===== config.mk =====
export PLATFORM = sky130hd
export DESIGN_NAME = serial_port_baud_gen_status
export DESIGN_NICKNAME = d
export VERILOG_FILES = /design/src/design/sp_baud_pkg.sv /design/src/design/serial_port_baud_gen_status.sv
export SDC_FILE = /design/constraint.sdc
export NUM_CORES = 1
export LEC_CHECK = 0
export ABC_AREA = 1
export BUFFER_PORTS_ARGS = -buffer_cell sky130_fd_sc_hd__buf_2
export CAP_MARGIN = 5
export CORE_UTILIZATION = 50
export CTS_CLUSTER_DIAMETER = 200
export DETAILED_ROUTE_END_ITERATION = 8
export PLACE_DENSITY = 0.84
export SYNTH_ARGS = -nofsm -noshare
export SYNTH_HDL_FRONTEND = slang
export SYNTH_SLANG_ARGS = --single-unit

===== constraint.sdc =====
create_clock -name core_clk_i -period 1.8 [get_ports core_clk_i]
set_input_delay 0.45 -clock core_clk_i [delete_from_list [all_inputs] [get_ports core_clk_i]]
set_output_delay 0.45 -clock core_clk_i [all_outputs]
set_load 0.05 [all_outputs]

===== src/design/sp_baud_pkg.sv =====
/*
 Package for the serial port baud generator and status block.
 Holds register offsets, status bit positions, reset values, timing constants
 and the carrier structs shared by the design.
*/
package sp_baud_pkg;
	localparam logic [11:0] ADDR_STATUS = 12'h000;
	localparam logic [11:0] ADDR_RELOAD = 12'h004;
	localparam logic [11:0] ADDR_SHIFT = 12'h008;
	localparam logic [11:0] ADDR_CTRL = 12'h00c;
	localparam logic [11:0] ADDR_COUNT = 12'h010;

	localparam int BIT_SAMPLE = 7;
	localparam int BIT_EDGE = 6;
	localparam int BIT_DATA_ADDR = 5;
	localparam int BIT_STOP = 4;
	localparam int BIT_START = 3;
	localparam int BIT_RW = 2;
	localparam int BIT_UPDATE = 1;
	localparam int BIT_FULL = 0;

	localparam int CTRL_ENABLE = 0;
	localparam int CTRL_I2C = 1;

	localparam logic [7:0] STATUS_RESET = 8'h00;
	localparam logic [7:0] RELOAD_RESET = 8'h00;
	localparam logic [7:0] ZERO8 = 8'h00;
	localparam logic [7:0] ONE8 = 8'h01;
	localparam logic PRESCALE_LAST = 1'b1;
	localparam logic PRESCALE_ZERO = 1'b0;
	localparam logic [3:0] BITS_PER_BYTE = 4'h8;
	localparam logic [7:0] I2C_MIN_RELOAD = 8'h03;

	typedef struct packed {
		logic sample;
		logic edge_sel;
	} status_ctrl_t;

	typedef struct packed {
		logic data_not_addr;
		logic stop_seen;
		logic start_seen;
		logic read_write;
		logic update;
		logic full;
	} status_ro_t;

	typedef enum logic [2:0] {
		ST_IDLE = 3'b001,
		ST_LOW = 3'b010,
		ST_HIGH = 3'b100
	} baud_state_t;
endpackage


===== src/design/serial_port_baud_gen_status.sv =====
/*
 Baud generator and status register of the synchronous serial unit.
 Assumes an APB master on core_clk_i and event pulses from the serial engine
 on the same clock; serial lines leave as plain level outputs.
*/
// What this block does
// - The baud counter reloads from the software reload register in master clock generation.
// - A write to the shift buffer starts the baud counter while the port is enabled and idle, without any other command.
// - After the operation completes the counter stops and the serial clock keeps its level.
// - The counter is reloaded twice per serial clock period, once per half period.
// - Serial clock frequency is oscillator divided by four times reload plus one.
// - Unimplemented locations and bits read as zero.
// - Status is eight bits, resets to zero, top two bits writable, rest read only.
// - In SPI master the sample bit picks end-of-output or middle sampling.
// - In I2C the sample bit set disables slew control, clear enables it.
// - In SPI the edge bit picks the clock transition that launches data.
// - Stop-seen and start-seen are cleared while the serial port is disabled.
// - Buffer full reads one once a received byte sits in the shift buffer.
`timescale 1ns/10ps
module serial_port_baud_gen_status (
	input wire logic core_clk_i, // System clock, 40 MHz
	input wire logic rst_n_i, // Asynchronous reset, active low
	input wire logic psel_i, // APB select
	input wire logic penable_i, // APB enable
	input wire logic pwrite_i, // APB write
	input wire logic [11:0] paddr_i, // APB byte address
	input wire logic [31:0] pwdata_i, // APB write data
	output logic [31:0] prdata_o, // APB read data
	output logic pready_o, // APB ready
	output logic pslverr_o, // APB error
	input wire logic rx_done_i, // Engine pulse: byte received
	input wire logic [7:0] rx_byte_i, // Engine received byte
	input wire logic start_det_i, // Engine pulse: start seen
	input wire logic stop_det_i, // Engine pulse: stop seen
	input wire logic data_byte_i, // Engine level: last byte was data
	input wire logic rw_info_i, // Engine level: read/write info
	input wire logic addr_update_i, // Engine pulse: address needs update
	output logic serial_clk_o, // Generated serial clock
	output logic baud_active_o, // Baud counter running
	output logic sample_at_end_o, // SPI sample at end of output time
	output logic launch_on_fall_o, // SPI launch on active-to-idle edge
	output logic slew_ctrl_en_o, // I2C slew control enabled
	output logic smbus_levels_o // I2C SMBus input thresholds
);
	sp_baud_pkg::status_ctrl_t ctrl_bits;
	sp_baud_pkg::status_ro_t ro_bits;
	sp_baud_pkg::baud_state_t state;
	logic [7:0] reload;
	logic [7:0] count;
	logic [7:0] shift_buf;
	logic prescale;
	logic [3:0] half_left;
	logic port_en;
	logic mode_i2c;
	logic access;
	logic wr;
	logic tick;
	logic rollover;
	logic [7:0] status_byte;

	function automatic logic hit(input logic [11:0] a, input logic [11:0] base);
		return a == base;
	endfunction

	assign access = psel_i & penable_i;
	assign wr = access & pwrite_i;
	assign pready_o = 1'b1;
	assign pslverr_o = 1'b0;
	assign status_byte = {ctrl_bits, ro_bits};

	// Single-cycle access phase keeps the bus path simple
	always_ff @(posedge core_clk_i or negedge rst_n_i) begin
		if (!rst_n_i) begin
			prdata_o <= 32'h0000_0000;
		end else if (psel_i & ~penable_i & ~pwrite_i) begin
			if (hit(paddr_i, sp_baud_pkg::ADDR_STATUS)) begin
				prdata_o <= {24'h000000, status_byte};
			end else if (hit(paddr_i, sp_baud_pkg::ADDR_RELOAD)) begin
				prdata_o <= {24'h000000, reload};
			end else if (hit(paddr_i, sp_baud_pkg::ADDR_SHIFT)) begin
				prdata_o <= {24'h000000, shift_buf};
			end else if (hit(paddr_i, sp_baud_pkg::ADDR_CTRL)) begin
				prdata_o <= {30'h0000_0000, mode_i2c, port_en};
			end else if (hit(paddr_i, sp_baud_pkg::ADDR_COUNT)) begin
				prdata_o <= {24'h000000, count};
			end else begin
				prdata_o <= 32'h0000_0000;
			end
		end
	end

	always_ff @(posedge core_clk_i or negedge rst_n_i) begin
		if (!rst_n_i) begin
			ctrl_bits <= '0;
		end else if (wr && hit(paddr_i, sp_baud_pkg::ADDR_STATUS)) begin
			ctrl_bits.sample <= pwdata_i[sp_baud_pkg::BIT_SAMPLE];
			ctrl_bits.edge_sel <= pwdata_i[sp_baud_pkg::BIT_EDGE];
		end
	end

	always_ff @(posedge core_clk_i or negedge rst_n_i) begin
		if (!rst_n_i) begin
			reload <= sp_baud_pkg::RELOAD_RESET;
			port_en <= 1'b0;
			mode_i2c <= 1'b0;
		end else if (wr) begin
			if (hit(paddr_i, sp_baud_pkg::ADDR_RELOAD)) begin
				reload <= pwdata_i[7:0];
			end
			if (hit(paddr_i, sp_baud_pkg::ADDR_CTRL)) begin
				port_en <= pwdata_i[sp_baud_pkg::CTRL_ENABLE];
				mode_i2c <= pwdata_i[sp_baud_pkg::CTRL_I2C];
			end
		end
	end

	// Read-only status; the disable clear wins over a new event, which sets its flag only while enabled
	always_ff @(posedge core_clk_i or negedge rst_n_i) begin
		if (!rst_n_i) begin
			ro_bits <= '0;
		end else begin
			ro_bits.data_not_addr <= data_byte_i;
			ro_bits.read_write <= rw_info_i;
			ro_bits.update <= addr_update_i | (ro_bits.update & ~(wr &&
				hit(paddr_i, sp_baud_pkg::ADDR_RELOAD)));
			if (!port_en) begin
				ro_bits.stop_seen <= 1'b0;
				ro_bits.start_seen <= 1'b0;
			end else if (start_det_i) begin
				ro_bits.start_seen <= 1'b1;
				ro_bits.stop_seen <= 1'b0;
			end else if (stop_det_i) begin
				ro_bits.stop_seen <= 1'b1;
				ro_bits.start_seen <= 1'b0;
			end
			if (rx_done_i) begin
				ro_bits.full <= 1'b1;
			end else if (access && !pwrite_i && hit(paddr_i, sp_baud_pkg::ADDR_SHIFT)) begin
				ro_bits.full <= 1'b0;
			end
		end
	end

	always_ff @(posedge core_clk_i or negedge rst_n_i) begin
		if (!rst_n_i) begin
			shift_buf <= sp_baud_pkg::ZERO8;
		end else if (rx_done_i) begin
			shift_buf <= rx_byte_i;
		end else if (wr && hit(paddr_i, sp_baud_pkg::ADDR_SHIFT)) begin
			shift_buf <= pwdata_i[7:0];
		end
	end

	// Step every second clock so two rollovers span four times reload plus one
	always_ff @(posedge core_clk_i or negedge rst_n_i) begin
		if (!rst_n_i) begin
			prescale <= sp_baud_pkg::PRESCALE_ZERO;
		end else begin
			prescale <= ~prescale;
		end
	end
	assign tick = prescale == sp_baud_pkg::PRESCALE_LAST;
	assign rollover = tick && count == sp_baud_pkg::ZERO8;

	// Eight serial clock periods, two half periods each, per shift buffer write
	always_ff @(posedge core_clk_i or negedge rst_n_i) begin
		if (!rst_n_i) begin
			state <= sp_baud_pkg::ST_IDLE;
			count <= sp_baud_pkg::ZERO8;
			half_left <= 4'h0;
			serial_clk_o <= 1'b0;
		end else begin
			case (state)
				sp_baud_pkg::ST_IDLE: begin
					if (port_en && wr && hit(paddr_i, sp_baud_pkg::ADDR_SHIFT)) begin
						count <= reload;
						half_left <= sp_baud_pkg::BITS_PER_BYTE;
						state <= sp_baud_pkg::ST_LOW;
					end
				end
				sp_baud_pkg::ST_LOW: begin
					if (tick) begin
						count <= count - sp_baud_pkg::ONE8;
					end
					if (rollover) begin
						count <= reload;
						serial_clk_o <= ~serial_clk_o;
						state <= sp_baud_pkg::ST_HIGH;
					end
				end
				sp_baud_pkg::ST_HIGH: begin
					if (tick) begin
						count <= count - sp_baud_pkg::ONE8;
					end
					if (rollover) begin
						count <= reload;
						serial_clk_o <= ~serial_clk_o;
						half_left <= half_left - 4'h1;
						state <= (half_left == 4'h1) ? sp_baud_pkg::ST_IDLE :
							sp_baud_pkg::ST_LOW;
					end
				end
				default: state <= sp_baud_pkg::ST_IDLE;
			endcase
			if (!port_en) begin
				state <= sp_baud_pkg::ST_IDLE;
			end
		end
	end

	assign baud_active_o = state != sp_baud_pkg::ST_IDLE;
	assign sample_at_end_o = ~mode_i2c & ctrl_bits.sample;
	assign launch_on_fall_o = ~mode_i2c & ctrl_bits.edge_sel;
	assign slew_ctrl_en_o = mode_i2c & ~ctrl_bits.sample;
	assign smbus_levels_o = mode_i2c & ctrl_bits.edge_sel;

	// Checks
	logic [9:0] idle_run;
	always_ff @(posedge core_clk_i or negedge rst_n_i) begin
		if (!rst_n_i) begin
			idle_run <= 10'h000;
		end else if (baud_active_o && !rollover) begin
			idle_run <= idle_run + 10'h001;
		end else begin
			idle_run <= 10'h000;
		end
	end

	property p_reload_on_roll;
		@(posedge core_clk_i) disable iff (!rst_n_i)
		rollover && baud_active_o |=> count == $past(reload);
	endproperty
	a_reload_on_roll: assert property (p_reload_on_roll) else $error("no reload at rollover");

	property p_start_on_write;
		@(posedge core_clk_i) disable iff (!rst_n_i)
		!baud_active_o && port_en && wr && paddr_i == sp_baud_pkg::ADDR_SHIFT |=> baud_active_o;
	endproperty
	a_start_on_write: assert property (p_start_on_write) else $error("write did not start");

	property p_hold_idle;
		@(posedge core_clk_i) disable iff (!rst_n_i)
		!baud_active_o ##1 !baud_active_o |-> $stable(serial_clk_o);
	endproperty
	a_hold_idle: assert property (p_hold_idle) else $error("clock moved while idle");

	property p_toggle_on_roll;
		@(posedge core_clk_i) disable iff (!rst_n_i)
		baud_active_o && rollover |=> serial_clk_o != $past(serial_clk_o);
	endproperty
	a_toggle_on_roll: assert property (p_toggle_on_roll) else $error("no toggle");

	property p_half_length;
		@(posedge core_clk_i) disable iff (!rst_n_i)
		idle_run <= {1'b0, reload, 1'b1};
	endproperty
	a_half_length: assert property (p_half_length) else $error("half period too long");

	property p_unmapped_zero;
		@(posedge core_clk_i) disable iff (!rst_n_i)
		psel_i && !penable_i && !pwrite_i && paddr_i[11:5] != 7'h00 |=> prdata_o == 32'h0;
	endproperty
	a_unmapped_zero: assert property (p_unmapped_zero) else $error("unmapped read nonzero");

	property p_ro_bits;
		@(posedge core_clk_i) disable iff (!rst_n_i)
		prdata_o[31:8] == 24'h000000;
	endproperty
	a_ro_bits: assert property (p_ro_bits) else $error("upper bits set");

	property p_disable_clears;
		@(posedge core_clk_i) disable iff (!rst_n_i)
		!port_en |=> !ro_bits.start_seen && !ro_bits.stop_seen;
	endproperty
	a_disable_clears: assert property (p_disable_clears) else $error("flags kept");

	property p_full_set;
		@(posedge core_clk_i) disable iff (!rst_n_i)
		rx_done_i |=> ro_bits.full && shift_buf == $past(rx_byte_i);
	endproperty
	a_full_set: assert property (p_full_set) else $error("full not set");

	property p_mode_pins;
		@(posedge core_clk_i) disable iff (!rst_n_i)
		mode_i2c |-> !sample_at_end_o && !launch_on_fall_o && slew_ctrl_en_o == !ctrl_bits.sample;
	endproperty
	a_mode_pins: assert property (p_mode_pins) else $error("mode pins wrong");

	property p_sample_write;
		@(posedge core_clk_i) disable iff (!rst_n_i)
		wr && paddr_i == sp_baud_pkg::ADDR_STATUS && !mode_i2c |=>
			sample_at_end_o == $past(pwdata_i[sp_baud_pkg::BIT_SAMPLE]);
	endproperty
	a_sample_write: assert property (p_sample_write) else $error("sample pin wrong");

	property p_edge_write;
		@(posedge core_clk_i) disable iff (!rst_n_i)
		wr && paddr_i == sp_baud_pkg::ADDR_STATUS && !mode_i2c |=>
			launch_on_fall_o == $past(pwdata_i[sp_baud_pkg::BIT_EDGE]);
	endproperty
	a_edge_write: assert property (p_edge_write) else $error("launch pin wrong");

	property p_smbus_write;
		@(posedge core_clk_i) disable iff (!rst_n_i)
		wr && paddr_i == sp_baud_pkg::ADDR_STATUS && mode_i2c |=>
			smbus_levels_o == $past(pwdata_i[sp_baud_pkg::BIT_EDGE]);
	endproperty
	a_smbus_write: assert property (p_smbus_write) else $error("threshold pin wrong");

	property p_stop_after_byte;
		@(posedge core_clk_i) disable iff (!rst_n_i)
		rollover && state == sp_baud_pkg::ST_HIGH && half_left == 4'h1 |=> !baud_active_o;
	endproperty
	a_stop_after_byte: assert property (p_stop_after_byte) else $error("no stop at end");

	property p_idle_count;
		@(posedge core_clk_i) disable iff (!rst_n_i)
		!baud_active_o && !(port_en && wr && paddr_i == sp_baud_pkg::ADDR_SHIFT) |=>
			$stable(count);
	endproperty
	a_idle_count: assert property (p_idle_count) else $error("count moved while idle");

	property p_count_step;
		@(posedge core_clk_i) disable iff (!rst_n_i)
		baud_active_o && tick && !rollover |=> count == $past(count) - sp_baud_pkg::ONE8;
	endproperty
	a_count_step: assert property (p_count_step) else $error("count did not step");

	property p_full_clear;
		@(posedge core_clk_i) disable iff (!rst_n_i)
		access && !pwrite_i && paddr_i == sp_baud_pkg::ADDR_SHIFT && !rx_done_i |=>
			!ro_bits.full;
	endproperty
	a_full_clear: assert property (p_full_clear) else $error("full kept after read");

	property p_enable_stops;
		@(posedge core_clk_i) disable iff (!rst_n_i)
		!port_en |=> !baud_active_o;
	endproperty
	a_enable_stops: assert property (p_enable_stops) else $error("ran while disabled");

	c_start: cover property (@(posedge core_clk_i) disable iff (!rst_n_i)
		$rose(baud_active_o));
	c_finish: cover property (@(posedge core_clk_i) disable iff (!rst_n_i)
		$fell(baud_active_o));
	c_rx: cover property (@(posedge core_clk_i) disable iff (!rst_n_i) rx_done_i);
	c_toggle: cover property (@(posedge core_clk_i) disable iff (!rst_n_i)
		baud_active_o && rollover);
	c_i2c_run: cover property (@(posedge core_clk_i) disable iff (!rst_n_i)
		$rose(baud_active_o) && mode_i2c);
endmodule


; ---- Yosys cells after proc, flatten, opt, wreduce, memory -nomap -nowiden
; Cells that the tools add are included.
[word_totals]
reg_bits = 75
output_inout_bits = 40
elab_cells = 100
[op_classes]
n_addsub = 2
eq_ne = 16
n_mux = 25
bitwise = 17
n_reduce_logical = 22
[ops]
columns = operator, n
row1 = 8-bit two-way mux, 9
row2 = 32-bit two-way mux, 1
row3 = "12-bit by 4-bit == test with 1-bit output, second input constant", 2
row4 = 8-bit case mux with 2 select lines, 1
row5 = "12-bit by 3-bit == test with 1-bit output, second input constant", 1
row6 = "12-bit by 5-bit == test with 1-bit output, second input constant", 1
row7 = 12-bit logical NOT, 1
row8 = 3-bit two-way mux, 4
row9 = "3-bit != test, second input constant", 4
row10 = 1-bit AND, 9
row11 = 3-bit case mux with 3 select lines, 1
row12 = 3-bit AND reduction, 3
row13 = 1-bit logical AND, 8
row14 = 8-bit logical NOT, 1
row15 = 2-bit two-way mux, 4
row16 = 4-bit two-way mux, 2
row17 = 4-bit case mux with 2 select lines, 1
row18 = 2-bit nonzero test, 4
row19 = "8-bit by 1-bit subtractor with 8-bit output, second input constant", 1
row20 = 1-bit NOT, 7
row21 = "3-bit by 1-bit != test with 1-bit output, second input constant", 2
row22 = 2-bit AND reduction, 3
row23 = "4-bit by 1-bit == test with 1-bit output, second input constant", 1
row24 = "2-bit != test, second input constant", 2
row25 = 8 further kinds, 9

; ---- Longest topological paths before layout
; Gate-level depths: netlist of the first run.
[logic_depth]
depth_word = 7
ltp_mapped = 11
depth_no_buf = 10

; ---- Least setup slack after synthesis of the first run
; Ideal clock, no wire load.
[synth_path]
kind = reg2reg
start = register state[0]
end = register count[6]
setup_ns = 0.121
arrival_time_ns = 1.730
t_required_ns = 1.679
path_slack_ns = -0.051
stages_incl_launch_ff = 9
synth_period_minus_slack_ns = 1.851
cell_sequence = dfstp_2 nand3_1 nand2_1 o21ai_0 inv_1 nand2_4 buf_6 nand2_1 o21ai_2
[synth_via]
elab_chain_len = 4
word_cells_on_any_way = 9
[synth_lines]
columns = item, line
row1 = start: declaration, serial_port_baud_gen_status.sv:47  ; sp_baud_pkg::baud_state_t state;
row2 = start signal: assignment, serial_port_baud_gen_status.sv:168  ; state <= sp_baud_pkg::ST_IDLE;
row3 = start signal: assignment, serial_port_baud_gen_status.sv:178  ; state <= sp_baud_pkg::ST_LOW;
row4 = start signal: assignment, serial_port_baud_gen_status.sv:188  ; state <= sp_baud_pkg::ST_HIGH;
row5 = 3-bit == test / 3-bit by 2-bit == test with 1-bit output (equally long branches), serial_port_baud_gen_status.sv:173  ; case (state)
row6 = 2-bit OR reduction (no line), --
row7 = 3-bit by 1-bit != test with 1-bit output (no line) / 2-bit nonzero test (equally long branches), --
row8 = 3-bit AND reduction (no line), --
row9 = end signal: assignment, serial_port_baud_gen_status.sv:169  ; count <= sp_baud_pkg::ZERO8;
row10 = end signal: assignment, serial_port_baud_gen_status.sv:176  ; count <= reload;
row11 = end signal: assignment, serial_port_baud_gen_status.sv:183  ; count <= count - sp_baud_pkg::ONE8;
row12 = end: declaration, serial_port_baud_gen_status.sv:49  ; logic [7:0] count;
; Parallel ways exist; a longest one is shown, timed or not.
; A chain may end at the register's enable or synchronous reset.

; ---- Final worst setup path of the first run
[layout_path]
start = register state[0]
end = output baud_active_o
[layout_via]
elab_chain_len = 1
[layout_lines]
columns = item, line
row1 = 3-bit by 1-bit != test with 1-bit output, serial_port_baud_gen_status.sv:211  ; assign baud_active_o = state != sp_baud_pkg::ST_IDLE;
row2 = end: declaration, serial_port_baud_gen_status.sv:39  ; output logic baud_active_o,
; Every way passes these cells.

==> metrics.yaml, run 1 <==
avgSynthCellArea_sq_um: 7.56
drtIter0Drc: 104
ctsHoldBuffers: 0
cp.required_ps: 1350
ant_nets: 0
gp_congestion: 0.918
ys_ff_latch: 51
crit_arrival_ps: 1310
drt_first_pass_iters: 4
routed_wl_um: 6540
portBuffers: 52
post_drt_wl_per_cell_um: 11.9
final_util_pct: 58.8
critPathCaptureType: "output pin"
n_antenna_cell: 0
path_class: "flip-flop to output pin"
clock_path_buffers: 2
setup_viol: 0
fin_crit_ps: 1760
die_h_um: 81.4
yosysSeqAreaShare_pct: 40.5
synth_area_leaders: "dfrtp_1 40%, nand2_1 15%, nand3_1 7.1%, buf_4 6.7%, inv_1 4.8%"
critPathLaunchType: "flip-flop"
core_area_sq_um: 5990
nNetsFinal: 543
regToRegStartpoint: "state[0]"
syn_area_sq_um: 3150
tns_ps: 0
path_clk_slew_ps: 100
holdWs_ps: 54.5
synth_top_area_share_pct: 39.7
synth_cells: 417
vdd_drop_max_mv: 0.498
cts.sinks: 51
drv_slew: 0
grt_pass1_wl_um: 10800
yosys_warnings: 0
grt-ovfl-total: 0
status: "finished clean"
via_per_inst: 4.98
top_level_ports: 103
grt_max_degree: 36
p_per_area_nw_per_um2: 619
rsz0062_at_grt: "no"
post-place-ws_ps: 37.2
ctsHtreeMaxLevel: 2
drv_cap: 0
rr_endpoint: "count[1]"
fin_crit_sh_pct: 97.6
cts_resized: 0
finalClockSkew_ps: 3.72
crit_path_max_fanout: 5
post_cts_buffers: 0
syn2layout_area_growth_pct: 11.7
numCtsBuffers: 5
drc: 0
grt_pass1_vias: 2486
r2r_setup_slack_ps: 120
die_area_sq_um: 6630
yosysTopAreaCell: "dfrtp_1"
p_leak_nw: 1.87
die_w_um: 81.4
drive_above_1_share_pct: 21.2
track_usage_pct: 21.3
root_buffer: "clkbuf_8"
dp_hpwl_um: 5160
num_vias: 2751
antenna_found_initial: 0
ys_types: 34
endpoint: "baud_active_o"
p_total_mw: 2.18
startpoint: "state[0]"
rows: 28
clock.fmax_mhz: 569
hold_path_class: "input pin to asynchronous set/reset pin"
cts_tree: "built"
setup_ws_ps: 44.0
clock_latency_ps: 320
start_util_pct: 52.7
finalHoldViolations: 0
worst_r2r_path_depth: 9
-- final cells by class --
| cell class | count | area [sq um] |
|---|---|---|
| Multi-Input combinational cell | 313 | 1550 |
| Timing Repair Buffer | 62 | 348 |
| Sequential cell | 51 | 1280 |
| Inverter | 43 | 161 |
| Tap cell | 75 | 93.8 |
| Clock inverter | 3 | 28.8 |
| Fill cell | 537 | 2470 |
| Clock buffer | 5 | 68.8 |
-- stage by stage --
step           std cells  area, sq um
4_1_cts              552         3520
6_report             552         3520
2_1_floorplan        441         3250
3_5_place_dp         544         3430
3_3_place_gp         544         3430
5_1_grt              552         3520
-- cells in the mapped netlist --
library cell / count
nand2_2: 4
o21ai_1: 10
nand4_1: 8
buf_4: 28
buf_2: 1
inv_1: 40
nor2_2: 2
nor2_4: 5
xnor2_1: 2
nand2_1: 125
dfrtp_1: 50
a31oi_1: 6
nor2_1: 35
conb_1: 2
a21o_1: 1
clkbuf_1: 1
nand3b_1: 1
buf_6: 4
o211ai_1: 1
inv_2: 2
nor3_4: 2
clkinv_1: 1
xor2_1: 4
dfstp_2: 1
or2_2: 2
o21ai_2: 6
nand2_4: 2
ha_1: 4
nand3_1: 45
a21oi_1: 2
o21ai_0: 13
nand4_4: 1
nor3_1: 3
nor3_2: 3
-- cell families (layout without fill, tap and decap cells) --
kind of cell | after synthesis | in the layout | share of synthesized area [%]
flip-flops | 51 | 51 | 40.5
other | 2 | 26 | 0.238
adder cells (fa/ha/maj) | 4 | 4 | 1.59
AND/OR/NAND/NOR | 238 | 238 | 35.2
buffers and inverters | 77 | 113 | 13.5
XOR/XNOR | 6 | 6 | 1.67
AO/OA/AOI/OAI | 39 | 39 | 7.30
-- worst max-delay path: stages, from the launching register on --
cell and delay [ps]:
dfstp_2 600, nand3_2 150, buf_2 240
-- cells in the final DEF, fill, tap and decap left out, types with 4 or more instances in the layout --
cell type and instances:
nand2_1 125, buf_2 52, dfrtp_1 50, nand3_1 44
inv_1 40, nor2_1 35, conb_1 26, o21ai_0 13
o21ai_1 10, buf_4 9, nand4_1 8, o21ai_2 6
a31oi_1 6, nor2_4 5, clkbuf_8 5, nand2_2 4
xor2_1 4, ha_1 4
-- layer usage --
layer,wire [um],up-vias,GRT usage (%)
li1,-,1395,-
met1,2850,1264,25.7
met2,3290,81,37.0
met3,270,11,4.00
met4,133,0,8.75
met5,0,-,0
-- state kept, by name, indices dropped and copies added (netlist names) --
name,cells
prescale,1
half_left,4
state,3
prdata_o,8
port_en,1
shift_buf,8
serial_clk_o,1
reload,8
ctrl_bits,2
ro_bits,6
mode_i2c,1
count,8
-- report_power, final --
| group | internal, mW | switching, mW | total [mW] |
|---|---|---|---|
| registers | 1.17 | 0.0129 | 1.18 |
| logic | 0.0634 | 0.219 | 0.282 |
| clock network | 0.289 | 0.430 | 0.719 |
| total | 1.52 | 0.661 | 2.18 |
-- how the worst min path moves through the flow --
stage          startpoint  cells after the start      endpoint  slack [ps]
2_1_floorplan     rst_n_i                      0      count[0]         150
3_3_place_gp      rst_n_i                      1  half_left[2]         400
3_5_place_dp      rst_n_i                      1  half_left[2]         410
4_1_cts           rst_n_i                      1  half_left[2]          60
5_1_grt           rst_n_i                      1  half_left[2]          70
6_report          rst_n_i                      1  half_left[2]          50
No activity file was read; power rests on OpenSTA's default activity.
==> run 2, diff against run 1 <==
Settings changed: RECOVER_POWER from default to 25.
==> run 2 against run 1 <==
Compared with the run above: fmax barely moved; non-clock buffer count did not move; largest power group unchanged; clock power barely moved; total power barely moved; routed wire length fell by 0.40%.
==> metrics.yaml, run 2 (synthesis gave the netlist of run 1 again) <==
status: "finished clean"
gp_congestion: 0.918
via_per_inst: 4.99
drive_above_1_share_pct: 21.0
p_leak_nw: 1.87
n_antenna_cell: 0
grt_pass1_vias: 2486
dp_hpwl_um: 5160
track_usage_pct: 21.3
fin_crit_ps: 1760
syn2layout_area_growth_pct: 11.7
numCtsBuffers: 5
ant_nets: 0
worst_r2r_path_depth: 9
rsz0062_at_grt: "no"
cts_resized: 0
antenna_found_initial: 0
drc: 0
cp.required_ps: 1350
routed_wl_um: 6520
grt_max_degree: 36
hold_path_class: "input pin to flip-flop"
start_util_pct: 52.7
die_area_sq_um: 6630
cts.sinks: 51
core_area_sq_um: 5990
worstMarginPinSlew_ps: 1010
finalHoldViolations: 0
finalClockSkew_ps: 3.94
cts_tree: "built"
drt_first_pass_iters: 5
rr_endpoint: "count[1]"
mostFrequentLayoutCells: "125 x nand2_1, 51 x buf_2, 50 x dfrtp_1"
drv_slew: 0
tns_ps: 0
drv_cap: 0
crit_path_max_fanout: 5
regToRegStartpoint: "state[0]"
rows: 28
crit_arrival_ps: 1310
portBuffers: 52
ctsHtreeMaxLevel: 2
num_vias: 2757
nFillCells: 536
path_clk_slew_ps: 100
path_class: "flip-flop to output pin"
grt-ovfl-total: 0
layout_commonest_cell: "nand2_1"
nNetsFinal: 543
die_w_um: 81.4
post_drt_wl_per_cell_um: 11.8
clock_latency_ps: 310
grt_pass1_wl_um: 10800
clock_path_buffers: 2
startpoint: "state[0]"
root_buffer: "clkbuf_8"
p_total_mw: 2.18
p_per_area_nw_per_um2: 619
post_cts_buffers: 0
die_h_um: 81.4
endpoint: "baud_active_o"
ctsHoldBuffers: 0
r2r_setup_slack_ps: 110
drtIter0Drc: 104
top_level_ports: 103
vdd_drop_max_mv: 0.498
critPathCaptureType: "output pin"
critPathLaunchType: "flip-flop"
max-slew-margin-rel_pct: 32.9
clock.fmax_mhz: 569
setup_viol: 0
fin_crit_sh_pct: 97.6
[run 2: area by class of cell]
cell class              count  area (sq um)  area share, %
flip-flops and latches     51          1280           36.3
clock buffers               5          68.8           1.95
clock inverters             3          28.8          0.817
multi-input cells         313          1550           43.9
well taps                  75          93.8           2.66
inverters                  43           161           4.58
repair buffers             62           347           9.84
[run 2: layer usage]
layer  vias to the layer above  share of wire, %  GRT usage, %
met5                         -                 0             0
met4                         0               2.0          8.75
met3                        12               3.7          4.00
met2                        75                50          37.0
met1                      1277                44          25.7
li1                       1393                 -             -
[run 2: power breakdown]
part | switching, mW | internal [mW] | total [mW] | leakage [nW]
clock network | 0.431 | 0.289 | 0.720 | 0.0502
registers | 0.0129 | 1.17 | 1.18 | 0.673
logic | 0.219 | 0.0631 | 0.282 | 1.15
total | 0.662 | 1.52 | 2.18 | 1.87
[run 2: how the worst min path moves through the flow]
stage          depth (start not counted)  slack, ps         from            to
2_1_floorplan                          0        150      rst_n_i      count[0]
3_3_place_gp                           1        400      rst_n_i  half_left[2]
3_5_place_dp                           1        410      rst_n_i  half_left[2]
4_1_cts                                1         60      rst_n_i  half_left[2]
5_1_grt                                1        230  data_byte_i    ro_bits[5]
6_report                               1        240  data_byte_i    ro_bits[5]
[run 2: through the flow]
| stage | util [%] | worst slack, ps | hold WS, ps | instances | area [sq um] |
|---|---|---|---|---|---|
| final | 58.8 | 43.6 | 241 | 552 | 3520 |
| after global routing | 58.8 | 29.4 | 225 | 552 | 3520 |
| after CTS | 58.8 | 44.0 | 59.8 | 552 | 3520 |
| after detailed placement | 57.2 | 37.2 | 413 | 544 | 3430 |
| after global placement | 57.2 | 98.0 | 399 | 544 | 3430 |
| after floorplan | - | 177 | 154 | 441 | 3250 |
[run 2: worst max-delay path, cell delays in order, from the launching register on]
cell	delay [ps]
dfstp_2	600
nand3_2	150
buf_2	240
